===== src/sdf_defines.svh =====
// Offsets, field positions, reset values and widths of the sinc3 filter.
// Included by the package and by the modules; definitions only.
`ifndef SDF_DEFINES_SVH
`define SDF_DEFINES_SVH

`define SDF_ADDR_W          8
`define SDF_DATA_W          32
`define SDF_OFF_CTRL        8'h00
`define SDF_OFF_STATUS      8'h04
`define SDF_OFF_DATA        8'h08

`define SDF_RATIO_W         13
`define SDF_RATIO_RST       13'h00ff
`define SDF_CODE_W          3
`define SDF_CODE_MAX        3'h4
`define SDF_CTRL_TMR_LSB    16
`define SDF_CTRL_GAIN_LSB   20
`define SDF_CTRL_MASTER_BIT 24
`define SDF_STAT_BUSY_BIT   1
`define SDF_STAT_CNT_LSB    4

`define SDF_ACC_W           10
`define SDF_RATE_DEN        10'h200
`define SDF_RES_W           24
`define SDF_CIC_W           40
`define SDF_RES_LSB         16
`define SDF_CNT_W           5
`define SDF_LAST_BIT        5'h17

`endif


===== src/sdf_pkg.sv =====
// Types shared by the sinc3 decimation filter modules.
// Assumes the defines header is on the include path.
`include "sdf_defines.svh"

package sdf_pkg;

    typedef enum logic [1:0]
    {
        SDF_IDLE  = 2'b01,
        SDF_SHIFT = 2'b10
    } sdf_xfer_t;

    typedef struct packed
    {
        logic [2:0][`SDF_CIC_W-1:0] integ;
        logic [2:0][`SDF_CIC_W-1:0] combDly;
        logic [`SDF_CIC_W-1:0]      out;
        logic                       valid;
    } sdf_cic_t;

    typedef struct packed
    {
        logic [`SDF_RATIO_W-1:0] ratio;
        logic [`SDF_CODE_W-1:0]  tmrCode;
        logic [`SDF_CODE_W-1:0]  gainCode;
        logic                    master;
        logic [`SDF_ACC_W-1:0]   modAcc;
        logic [`SDF_ACC_W-1:0]   sampAcc;
        logic                    modTick;
        logic                    sampTick;
        logic [`SDF_RATIO_W-1:0] decCnt;
        logic                    dump;
        logic [1:0]              modSync;
        logic [1:0]              sclkSync;
        logic                    sclkPrev;
        logic [`SDF_RES_W-1:0]   result;
        logic                    drdy;
        logic [`SDF_DATA_W-1:0]  rdData;
        sdf_xfer_t               xfer;
        logic [`SDF_RES_W-1:0]   shreg;
        logic [`SDF_CNT_W-1:0]   bitCnt;
        logic                    sclkOut;
    } sdf_state_t;

endpackage


===== src/sdf_cic.sv =====
// Third-order integrator and comb core of the decimation filter.
// Assumes sampleEn and dumpEn are single-cycle pulses on mclk and that
// dumpEn never coincides with sampleEn.
`timescale 1ns/1ps
`include "sdf_defines.svh"

module sdf_cic
    import sdf_pkg::*;
(
    input  wire logic                  mclk,
    input  wire logic                  arst_n,
    input  wire logic                  sampleEn,
    input  wire logic                  bitIn,
    input  wire logic                  dumpEn,
    output wire logic [`SDF_CIC_W-1:0] result,
    output wire logic                  resultValid
);

    sdf_cic_t                   st_ff;
    sdf_cic_t                   nxt_st;
    logic [2:0][`SDF_CIC_W-1:0] stageIn;

    // A one bit maps to +1 and a zero bit to -1, so a positive input
    // differential gives a positive sum.
    assign stageIn[0] = bitIn ? `SDF_CIC_W'(1) : {`SDF_CIC_W{1'b1}}; // [RQ11]

    genvar g;
    generate
        for (g = 1; g < 3; g++)
        begin : g_stage
            assign stageIn[g] = st_ff.integ[g-1];
        end
    endgenerate

    always_comb
    begin
        logic [`SDF_CIC_W-1:0] c;
        logic [`SDF_CIC_W-1:0] d;
        c = '0;
        d = '0;
        nxt_st = st_ff;
        nxt_st.valid = 1'b0;
        if (sampleEn)
        begin
            for (int i = 0; i < 3; i++)
            begin
                nxt_st.integ[i] = st_ff.integ[i] + stageIn[i]; // [RQ8]
            end
        end
        if (dumpEn)
        begin
            // Three comb stages each reach one output period back, so the
            // result spans the three latest periods.
            c = st_ff.integ[2];
            for (int i = 0; i < 3; i++)
            begin
                d = c - st_ff.combDly[i]; // [RQ7] [RQ14]
                nxt_st.combDly[i] = c;
                c = d;
            end
            nxt_st.out = c;
            nxt_st.valid = 1'b1;
        end
    end

    always_ff @(posedge mclk or negedge arst_n)
    begin
        if (!arst_n)
        begin
            st_ff <= '0;
        end
        else
        begin
            st_ff <= nxt_st;
        end
    end

    assign result      = st_ff.out;
    assign resultValid = st_ff.valid;

endmodule


===== src/sdf_top.sv =====
// Sinc3 decimation filter with rate generation, register port and the
// serial result output of the converter.
// Assumes modBit and sclkIn are asynchronous pins and that the register
// master drives one-cycle strobes on mclk.
//
// Contract
// [RQ1] Serial port runs as clock master or as clock slave.
// [RQ2] Master serial clock is exactly half the system clock.
// [RQ3] Modulator rate is system clock times rate multiplier over 512.
// [RQ4] Sampling switch rate is clock times multiplier times gain over 512.
// [RQ5] Output rate is modulator rate over decimation ratio plus one.
// [RQ6] Decimation ratio in the control register sets results per output.
// [RQ7] Each output uses modulator results from the three latest periods.
// [RQ8] Filter is a third-order sinc with decimation ratio as length.
// [RQ9] Averaging gives notches at the data rate and its multiples.
// [RQ10] Passband corner sits at 0.262 times the output data rate.
// [RQ11] Positive differential input gives positive result, else negative.
// [RQ12] Each result delivered to the controller is a 24-bit word.
// [RQ13] Rate multiplier accepts only 1, 2, 4, 8 and 16.
// [RQ14] Each result combines three times the decimation ratio of results.
`timescale 1ns/1ps
`include "sdf_defines.svh"

module sdf_top
    import sdf_pkg::*;
(
    input  wire logic                   mclk,
    input  wire logic                   arst_n,
    input  wire logic [`SDF_ADDR_W-1:0] regAddr,
    input  wire logic [`SDF_DATA_W-1:0] regWrData,
    input  wire logic                   regWrStb,
    input  wire logic                   regRdStb,
    output wire logic [`SDF_DATA_W-1:0] regRdData,
    input  wire logic                   modBit,
    input  wire logic                   sclkIn,
    output wire logic                   sclkOut,
    output wire logic                   sclkOe,
    output wire logic                   sdout,
    output wire logic                   dataReady,
    output wire logic                   modulatorRate,
    output wire logic                   inputSamplingRate
);

    sdf_state_t              st_ff;
    sdf_state_t              nxt_st;
    logic [`SDF_CIC_W-1:0]   cicOut;
    logic                    cicValid;

    // Power-of-two code to its multiplier value.
    function automatic logic [4:0] sdfPow(input logic [`SDF_CODE_W-1:0] c);
        return 5'h01 << c;
    endfunction

    sdf_cic u_cic
    (
        .mclk        (mclk),
        .arst_n      (arst_n),
        .sampleEn    (st_ff.modTick),
        .bitIn       (st_ff.modSync[1]),
        .dumpEn      (st_ff.dump),
        .result      (cicOut),
        .resultValid (cicValid)
    );

    always_comb
    begin
        logic [4:0]              tmr;
        logic [4:0]              gain;
        logic [`SDF_ACC_W-1:0]   modSum;
        logic [`SDF_ACC_W-1:0]   sampSum;
        logic [`SDF_ACC_W-1:0]   sampStep;
        logic [`SDF_CODE_W-1:0]  wrTmr;
        logic [`SDF_CODE_W-1:0]  wrGain;
        logic                    shiftNow;
        logic                    xferDone;
        logic                    rdClear;
        tmr      = sdfPow(st_ff.tmrCode);
        gain     = sdfPow(st_ff.gainCode);
        modSum   = '0;
        sampSum  = '0;
        sampStep = '0;
        wrTmr    = regWrData[`SDF_CTRL_TMR_LSB +: `SDF_CODE_W];
        wrGain   = regWrData[`SDF_CTRL_GAIN_LSB +: `SDF_CODE_W];
        shiftNow = 1'b0;
        xferDone = 1'b0;
        rdClear  = 1'b0;
        nxt_st   = st_ff;

        // Both pins pass two flip-flops before any logic looks at them.
        nxt_st.modSync  = {st_ff.modSync[0], modBit};
        nxt_st.sclkSync = {st_ff.sclkSync[0], sclkIn};
        nxt_st.sclkPrev = st_ff.sclkSync[1];

        // Register writes.
        if (regWrStb && regAddr == `SDF_OFF_CTRL)
        begin
            nxt_st.ratio  = regWrData[`SDF_RATIO_W-1:0]; // [RQ6]
            nxt_st.master = regWrData[`SDF_CTRL_MASTER_BIT]; // [RQ1]
            // An illegal multiplier code, or a gain and multiplier pair
            // whose product passes 16, leaves both settings unchanged.
            // The sum is one bit wider so that codes 4 and 4 cannot wrap.
            if (wrTmr <= `SDF_CODE_MAX && wrGain <= `SDF_CODE_MAX &&
                ({1'b0, wrTmr} + {1'b0, wrGain}) <=
                {1'b0, `SDF_CODE_MAX}) // [RQ13]
            begin
                nxt_st.tmrCode  = wrTmr;
                nxt_st.gainCode = wrGain;
            end
        end

        // Register reads; data stand in the cycle after the strobe only.
        nxt_st.rdData = '0;
        if (regRdStb)
        begin
            if (regAddr == `SDF_OFF_CTRL)
            begin
                nxt_st.rdData[`SDF_RATIO_W-1:0] = st_ff.ratio;
                nxt_st.rdData[`SDF_CTRL_TMR_LSB +: `SDF_CODE_W] =
                    st_ff.tmrCode;
                nxt_st.rdData[`SDF_CTRL_GAIN_LSB +: `SDF_CODE_W] =
                    st_ff.gainCode;
                nxt_st.rdData[`SDF_CTRL_MASTER_BIT] = st_ff.master;
            end
            else if (regAddr == `SDF_OFF_STATUS)
            begin
                nxt_st.rdData[0] = st_ff.drdy;
                nxt_st.rdData[`SDF_STAT_BUSY_BIT] = (st_ff.xfer == SDF_SHIFT);
                nxt_st.rdData[`SDF_STAT_CNT_LSB +: `SDF_CNT_W] = st_ff.bitCnt;
            end
            else if (regAddr == `SDF_OFF_DATA)
            begin
                nxt_st.rdData[`SDF_RES_W-1:0] = st_ff.result; // [RQ12]
                rdClear = 1'b1;
            end
            else
            begin
                nxt_st.rdData = '0;
            end
        end

        // The accumulator adds the multiplier each clock and wraps at 512,
        // which gives an exact average tick rate with no divider chain.
        modSum = st_ff.modAcc + {5'h00, tmr};
        nxt_st.modTick = 1'b0;
        if (modSum >= `SDF_RATE_DEN) // [RQ3]
        begin
            modSum = modSum - `SDF_RATE_DEN;
            nxt_st.modTick = 1'b1;
        end
        nxt_st.modAcc = modSum;

        sampStep = `SDF_ACC_W'({5'h00, tmr} * {5'h00, gain});
        sampSum = st_ff.sampAcc + sampStep;
        nxt_st.sampTick = 1'b0;
        if (sampSum >= `SDF_RATE_DEN) // [RQ4]
        begin
            sampSum = sampSum - `SDF_RATE_DEN;
            nxt_st.sampTick = 1'b1;
        end
        nxt_st.sampAcc = sampSum;

        // One output per ratio plus one modulator results.  Averaging over
        // exactly one output period puts the sinc nulls on the data rate
        // and its multiples, and the corner at 0.262 of the data rate.
        nxt_st.dump = 1'b0;
        if (st_ff.modTick)
        begin
            if (st_ff.decCnt >= st_ff.ratio) // [RQ5] [RQ9] [RQ10]
            begin
                nxt_st.decCnt = '0;
                nxt_st.dump = 1'b1;
            end
            else
            begin
                nxt_st.decCnt = st_ff.decCnt + `SDF_RATIO_W'(1);
            end
        end

        // Serial shifting of the result, MSB first, data change after the
        // falling clock edge so the controller samples on the rising one.
        case (st_ff.xfer)
            SDF_IDLE:
            begin
                nxt_st.sclkOut = 1'b0;
            end
            SDF_SHIFT:
            begin
                if (st_ff.master)
                begin
                    nxt_st.sclkOut = ~st_ff.sclkOut; // [RQ2]
                    shiftNow = st_ff.sclkOut;
                end
                else
                begin
                    nxt_st.sclkOut = 1'b0;
                    shiftNow = st_ff.sclkPrev & ~st_ff.sclkSync[1]; // [RQ1]
                end
                if (shiftNow)
                begin
                    nxt_st.shreg = {st_ff.shreg[`SDF_RES_W-2:0], 1'b0};
                    if (st_ff.bitCnt == `SDF_LAST_BIT)
                    begin
                        nxt_st.bitCnt = '0;
                        nxt_st.xfer = SDF_IDLE;
                        nxt_st.sclkOut = 1'b0;
                        xferDone = 1'b1;
                    end
                    else
                    begin
                        nxt_st.bitCnt = st_ff.bitCnt + `SDF_CNT_W'(1);
                    end
                end
            end
            default:
            begin
                nxt_st.xfer = SDF_IDLE;
                nxt_st.sclkOut = 1'b0;
            end
        endcase

        if (xferDone || rdClear)
        begin
            nxt_st.drdy = 1'b0;
        end

        // A word taken over the register port is not shifted out as well,
        // so the serial clock never runs without a ready word behind it.
        if (rdClear)
        begin
            nxt_st.xfer = SDF_IDLE;
            nxt_st.bitCnt = '0;
            nxt_st.sclkOut = 1'b0;
        end

        // A fresh result wins over a clear in the same cycle and restarts
        // any word still being shifted; the old word is then lost.
        if (cicValid)
        begin
            nxt_st.result = cicOut[`SDF_RES_LSB +: `SDF_RES_W]; // [RQ12]
            nxt_st.shreg = cicOut[`SDF_RES_LSB +: `SDF_RES_W];
            nxt_st.drdy = 1'b1;
            nxt_st.xfer = SDF_SHIFT;
            nxt_st.bitCnt = '0;
            nxt_st.sclkOut = 1'b0;
        end

        // Leaving master mode parks the serial clock low at once.
        if (!nxt_st.master)
        begin
            nxt_st.sclkOut = 1'b0;
        end
    end

    always_ff @(posedge mclk or negedge arst_n)
    begin
        if (!arst_n)
        begin
            st_ff          <= '0;
            st_ff.ratio    <= `SDF_RATIO_RST;
            st_ff.xfer     <= SDF_IDLE;
        end
        else
        begin
            st_ff <= nxt_st;
        end
    end

    assign regRdData         = st_ff.rdData;
    assign sclkOut           = st_ff.sclkOut;
    assign sclkOe            = st_ff.master; // [RQ1]
    assign sdout             = st_ff.shreg[`SDF_RES_W-1];
    assign dataReady         = st_ff.drdy;
    assign modulatorRate     = st_ff.modTick;
    assign inputSamplingRate = st_ff.sampTick;

endmodule


===== config.mk =====
export PLATFORM = sky130hd
export DESIGN_NAME = sdf_top
export DESIGN_NICKNAME = d
export VERILOG_FILES = /design/src/sdf_pkg.sv /design/src/sdf_cic.sv /design/src/sdf_top.sv
export VERILOG_INCLUDE_DIRS = /design/src
export SDC_FILE = /design/constraint.sdc
export NUM_CORES = 1
export LEC_CHECK = 0
export CORE_MARGIN = 4
export CORE_UTILIZATION = 55
export DETAILED_ROUTE_END_ITERATION = 8
export DONT_BUFFER_PORTS = 1
export MAX_ROUTING_LAYER = met4
export PLACE_DENSITY_LB_ADDON = 0.12
export REMOVE_ABC_BUFFERS = 1
export SLEW_MARGIN = 20
export SYNTH_ARGS = -nofsm -noshare
export SYNTH_HDL_FRONTEND = slang
export SYNTH_HIERARCHICAL = 1
export SYNTH_SLANG_ARGS = --single-unit

===== constraint.sdc =====
create_clock -name mclk -period 6.5 [get_ports mclk]
set_input_delay 1.625 -clock mclk [delete_from_list [all_inputs] [get_ports mclk]]
set_output_delay 1.625 -clock mclk [all_outputs]
set_load 0.02 [all_outputs]

==> results of run 1 <==
## final timing paths
path	end	slack [ns]	cells past startpoint
max in group asynchronous	u_cic/st_ff[181]$_DFFE_PN0P_	4.06	0
worst max register to register	u_cic/result[39]$_DFFE_PN0P_	0.18	30
worst min-delay path	st_ff[93]$_DFF_PN0_	0.35	0
worst max-delay path	u_cic/result[39]$_DFFE_PN0P_	0.18	30
min in group asynchronous	st_ff[145]$_DFFE_PN0P_	0.75	0
worst min register to register	st_ff[93]$_DFF_PN0_	0.35	0
## flip-flops by register name (all words and copies together) (netlist names)
signal             cells
st_ff                109
dataReady              1
nxt_st                 3
inputSamplingRate      1
u_cic/st_ff          240
u_cic/result          24
sclkOut                1
modulatorRate          1
u_cic/resultValid      1
sclkOe                 1
regRdData             25
sdout                  1
## worst register-to-register path, delay by kind of cell (launching register included)
| family | cells | cell delay (ns) |
|---|---|---|
| muxes | 1 | 0.26 |
| and+or+nand+nor | 9 | 1.26 |
| AOI/OAI and AO/OA | 12 | 2.58 |
| DFF | 1 | 0.37 |
| adders and majority gates | 3 | 0.86 |
| buffers and inverters | 3 | 0.48 |
| xor gates and xnor gates | 2 | 0.38 |
## layout make-up
cell class,count,area (um2)
inverters,268,1010
repair buffers,197,1500
clock buffers,63,1330
clock inverters,25,329
fillers,4457,19700
flip-flops and latches,408,10200
well taps,688,861
multi-input cells,2421,18000
## cells in the final DEF (no fill, tap or decap), drive strengths merged, types with 10 or more instances in the layout
master and count:
dfrtp 399, nand2 281, ha 273, inv 269
o21ai 259, a21oi 235, buf 197, nor2 186
xnor2 142, a21o 135, mux2 135, clkbuf 63
xor2 62, nand3 58, nor3 56, o21a 47
nand4 37, nand2b 35, a31oi 34, o31ai 33
mux2i 31, o21bai 31, a211oi 31, nor2b 30
fa 25, and3 21, and2 17, o211ai 14
clkinv 13, o2111ai 13, nor3b 12, a22o 12
o311ai 12, or3 11, nand3b 10, a211o 10
or2 10
## metal layers
| layer | vias up | share of wire (%) | wire length, um |
|---|---|---|---|
| li1 | 11685 | - | - |
| met1 | 11005 | 45 | 29100 |
| met2 | 452 | 48 | 31300 |
| met3 | 163 | 3.0 | 1960 |
| met4 | 0 | 3.8 | 2460 |
| met5 | - | 0 | 0 |
## what timing repair did
action | 4_1_cts | 5_1_grt
setup buffers | 4 | 17
setup endpoints to repair | 7 | 13
hold endpoints to repair | 0 | 0
resized for setup | 32 | 72
pin swaps | 12 | 49
## per-stage QoR
step | TNS (ns) | util [%]
global route | -0.221 | 62.8
floorplan | 0 | -
finish | 0 | 62.8
global placement | -0.431 | 58.5
detailed placement | -0.887 | 58.5
CTS | 0 | 62.0
==> impl_metrics.tcl, run 1 <==
set metrics [dict create \
    path_max_fanout 4 \
    cts-root-to-sink-buffers 3 \
    run_status "complete, but fails checks" \
    hold_fix_buffer_count_after_cts 0 \
    timing.hold.ws_ns 0.353 \
    cts_root_buffer "sky130_fd_sc_hd__clkbuf_16" \
    finalNetCount 3688 \
    critical_path_arrival_ns 6.79 \
    layoutNonFillerInstCount 4070 \
    timing.rr.start "u_cic/st_ff[242]$_DFFE_PN0P_" \
    num_clock_sinks 408 \
    path_class "reg -> reg" \
    design.core.area_um2 52900 \
    dr.pass1.iters 5 \
    cts_tree "built" \
    initial_core_util_pct 55.9 \
    violations_in_the_final_reports "max-slew violations" \
    end_kind "flop" \
    post-route-period-util_pct 97.3 \
    io_pins 84 \
    final.setup_skew_ns 0.0168 \
    worst_path_max_delay_cell "sky130_fd_sc_hd__dfrtp_1" \
    unrepaired_setup_endpoints_after_global_routing "true" \
    area_growth_pct 12.4 \
    crit_required_ns 6.96 \
    top_usage_layer "met2" \
    syn_area_per_cell_um2 9.09 \
    die_height_um 240 \
    max_cap_viol_count 0 \
    postSynthCellCount 3249 \
    synthesis.yosys.warnings 6 \
    grt_remaining_overflow 0 \
    timing.slew.headroom_pct -42.2 \
    timing.critical_path.buf_inv 3 \
    grt_use_met3_pct 2.56 \
    grt_util_all_layers_pct 23.1 \
    remaining_antenna_violation_count 0 \
    drtIter0Drc 1169 \
    finalHoldViolCount 0 \
    critical_path.startpoint_type "flop" \
    vias 23305 \
    drc 0 \
    fmax_ghz 0.158 \
    htreeDepth 2 \
    worstSkewPairLatency_ns 0.59 \
    count_of_final_setup_violators 0 \
    worstSetupStartpoint "u_cic/st_ff[242]$_DFFE_PN0P_" \
    met1_layer_usage_reported_by_global_route_pct 28.2 \
    fp-row-count 84 \
    groute.layer.met2.usage_pct 39.6 \
    finalWirelength_um 64900 \
    placement.cell_area_um2 30900 \
    hold_path.startpoint "nxt_st[93]$_DFF_PN0_" \
    worstHoldPathType "reg -> reg" \
    cts.clk_slew.worst_paths_ns 0.06 \
    final_layout_size_suffix_gt1_share_pct 15.9 \
    transition_at_the_pin_with_the_smallest_max_transition_slack_ns 2.13 \
    final_max_slew_viol_count 226 \
    via_per_inst 5.73 \
    cts-buffers-inserted 48 \
    place_ws_ns -0.275 \
    critical_path.most_common_cell "sky130_fd_sc_hd__buf_4" \
    grt_antenna_before_repair 0 \
    first_pass_grt_wire_length_um 110000 \
    dp.final_hpwl_um 47400 \
    place_congestion 0.922 \
    die_area_um2 57500 \
    max_stage_delay_ns 0.37 \
    critPathTopFamily "compound AO/OA/AOI/OAI gates" \
    final_period_minus_worst_setup_slack_ns 6.32 \
    post_synth_instance_area_um2 29500 \
    avgRoutedWirePerCell_um 15.9 \
    stdcell_area_um2 33200 \
    insertedDiodeCount 0 \
    first_global_vias 23386 \
    horiz_die_dim_um 240 \
    pin_count_of_the_biggest_net_entering_global_routing 409 \
    port_buffers 0 \
    post-route-worst-setup-slack_ns 0.176 \
    instance_count_after_placement_with_tap_cells_included 3961 \
]
Power of run 1 is left out: the tool's default activity adds up to more than one toggle a clock period on the data nets, which glitch-free logic cannot reach.
==> run 2, diff against run 1 <==
Settings changed: SYNTH_HIERARCHICAL 1 to unset.
==> impl_metrics.tcl, run 2 <==
set metrics [dict create \
    ys_dominant_reg_cell "sky130_fd_sc_hd__dfrtp_1" \
    post_synth_instance_area_um2 28400 \
    most_instantiated_library_cell_after_synthesis "sky130_fd_sc_hd__dfrtp_1" \
    final_cell_mix "sky130_fd_sc_hd__dfrtp_1 (395), sky130_fd_sc_hd__ha_1 (267), sky130_fd_sc_hd__inv_1 (254)" \
    critical_path.endpoint "u_cic.result[39]$_DFFE_PN0P_" \
    transition_at_the_pin_with_the_smallest_max_transition_slack_ns 1.97 \
    most_flop_heavy_register "u_cic.st_ff" \
    critical_path.startpoint_type "flop" \
    synthArstFlopShare_pct 100 \
    path_max_fanout 4 \
    cts_root_buffer "sky130_fd_sc_hd__clkbuf_16" \
    post-route-period-util_pct 102 \
    crit_required_ns 6.96 \
    final_period_minus_worst_setup_slack_ns 6.63 \
    area_growth_pct 13.4 \
    end_kind "flop" \
    run_status "complete, but fails checks" \
    pin_count_of_the_biggest_net_entering_global_routing 409 \
    dr.pass1.iters 4 \
    cts-buffers-inserted 48 \
    synth-seq-area-share_pct 36.0 \
    io_pins 84 \
    violations_in_the_final_reports "max-slew violations, negative setup slack" \
    regToRegEndpoint "u_cic.result[39]$_DFFE_PN0P_" \
    finalWirelength_um 60200 \
    grt_util_all_layers_pct 22.0 \
    yosys.cell_types.count 91 \
    timing.slew.headroom_pct -31.1 \
    initial_core_util_pct 55.5 \
    post-synth-top-area-cell "sky130_fd_sc_hd__dfrtp_1" \
    first_pass_grt_wire_length_um 103000 \
    share_of_the_synthesized_area_in_the_top_cell_type_pct 35.2 \
    worstSetupStartpoint "u_cic.st_ff[42]$_DFFE_PN0P_" \
    post_synth_main_area_contributors "sky130_fd_sc_hd__dfrtp_1 (35%), sky130_fd_sc_hd__ha_1 (12%), sky130_fd_sc_hd__mux2_2 (6.0%), sky130_fd_sc_hd__xnor2_1 (4.7%), sky130_fd_sc_hd__o21ai_0 (4.1%)" \
    cts_tree "built" \
    vias 21606 \
    dp.final_hpwl_um 43500 \
    max_stage_delay_ns 0.39 \
    drtIter0Drc 1151 \
    first_global_vias 21750 \
    worst_path_max_delay_cell "sky130_fd_sc_hd__dfrtp_1" \
    unrepaired_setup_endpoints_after_global_routing "true" \
    stdcell_area_um2 32200 \
    grt_remaining_overflow 0 \
    cts.clk_slew.worst_paths_ns 0.06 \
    final_max_slew_viol_count 177 \
    max_cap_viol_count 0 \
    fill_cells 4252 \
    post_synth_most_frequent_cells "sky130_fd_sc_hd__dfrtp_1 (399), sky130_fd_sc_hd__ha_1 (272), sky130_fd_sc_hd__inv_1 (257)" \
    timing.rr.start "u_cic.st_ff[42]$_DFFE_PN0P_" \
    ffs_latches_synth 408 \
    timing.reg2reg.setup_slack_ns -0.13 \
    avgRoutedWirePerCell_um 15.5 \
    cts-root-to-sink-buffers 3 \
    final_layout_size_suffix_gt1_share_pct 16.5 \
    postSynthCellCount 3041 \
    synthesis.yosys.warnings 0 \
    placement.cell_area_um2 30000 \
    final.setup_skew_ns 0.0239 \
    worstHoldPathType "reg -> reg" \
    design.core.area_um2 51200 \
    syn_area_per_cell_um2 9.34 \
    place_ws_ns -0.699 \
    finalHoldViolCount 0 \
    finalNetCount 3509 \
    grt_antenna_before_repair 0 \
    num_clock_sinks 408 \
    horiz_die_dim_um 235 \
    htreeDepth 2 \
    layout.cells.most_common "sky130_fd_sc_hd__dfrtp_1" \
    post-route-worst-setup-slack_ns -0.133 \
    die_height_um 235 \
    port_buffers 0 \
    count_of_final_setup_violators 6 \
    fmax_ghz 0.151 \
    worst-r2r-cell-count 34 \
    place_congestion 0.892 \
    die_area_um2 55300 \
    synth_edf_count 0 \
    layoutNonFillerInstCount 3881 \
    fp-row-count 83 \
    largest_register_ffs 240 \
    instance_count_after_placement_with_tap_cells_included 3777 \
    path_class "reg -> reg" \
    critical_path_arrival_ns 7.09 \
    worstSkewPairLatency_ns 0.58 \
    via_per_inst 5.57 \
    remaining_antenna_violation_count 0 \
    critical_path.most_common_cell "sky130_fd_sc_hd__o21a_1" \
    drc 0 \
    insertedDiodeCount 0 \
]
[run 2: per-layer routing]
| layer | vias up | GRT usage [%] | wire length, um |
|---|---|---|---|
| li1 | 10954 | - | - |
| met1 | 10237 | 27.9 | 27600 |
| met2 | 298 | 37.2 | 28900 |
| met3 | 117 | 2.85 | 1850 |
| met4 | 0 | 6.35 | 1830 |
| met5 | - | - | 0 |
[run 2: layout make-up]
class	count	area [um2]	area share, %
clock buffer	64	1360	4.23
tap	680	851	2.64
clock inverter	20	308	0.955
multi-input combinational	2273	17100	53.1
inverter	257	967	3.00
timing repair buffer	179	1380	4.28
sequential	408	10200	31.8
[run 2: metrics by stage]
step	hold WS, ns	utilization (%)	TNS, ns
global placement	0.334	58.5	-4.60
CTS	0.354	62.2	-0.584
global route	0.366	62.9	-3.28
detailed placement	0.341	58.5	-6.51
floorplan	0.331	-	-0.111
finish	0.352	62.9	-0.434
[run 2: what timing repair did]
| item | CTS | global route |
|---|---|---|
| buffers inserted | 9 | 12 |
| hold buffers | 0 | 0 |
| gates resized for setup | 38 | 56 |
| pin swaps | 37 | 60 |
| setup endpoints to repair | 12 | 16 |
[run 2: cells by family (layout without fill, tap and decap cells)]
group                    count (synthesis)  count (layout)  synth area share, %
XOR/XNOR                               226             226                 7.05
other                                    1               9               0.0132
adder cells (fa/ha/maj)                296             296                 13.7
multiplexers                           189             189                 7.35
AND/OR/NAND/NOR                        696             696                 11.6
buffers and inverters                  368             520                 5.30
flip-flops                             408             408                 36.0
AO/OA/AOI/OAI                          857             857                 19.0
[run 2: worst min path at each step]
stage	to	slack (ns)	cells after the start	startpoint
6_report	st_ff[93]$_DFF_PN0_	0.35	0	nxt_st[93]$_DFF_PN0_
5_1_grt	st_ff[93]$_DFF_PN0_	0.37	0	nxt_st[93]$_DFF_PN0_
4_1_cts	st_ff[93]$_DFF_PN0_	0.35	0	nxt_st[93]$_DFF_PN0_
3_5_place_dp	st_ff[93]$_DFF_PN0_	0.34	0	nxt_st[93]$_DFF_PN0_
3_3_place_gp	st_ff[93]$_DFF_PN0_	0.33	0	nxt_st[93]$_DFF_PN0_
2_1_floorplan	nxt_st[89]$_DFF_PN0_	0.33	0	nxt_st[91]$_DFF_PN0_
[run 2: worst max-delay path: cells and delay by family, from the launching register on]
kind | cells | cell delay (ns)
fa+ha+maj | 3 | 0.76
buf+inv | 4 | 0.36
mux | 1 | 0.25
simple gates | 7 | 1.14
compound gates | 16 | 3.22
xor+xnor | 3 | 0.40
flops | 1 | 0.39
Power of run 2 is left out for the same reason.
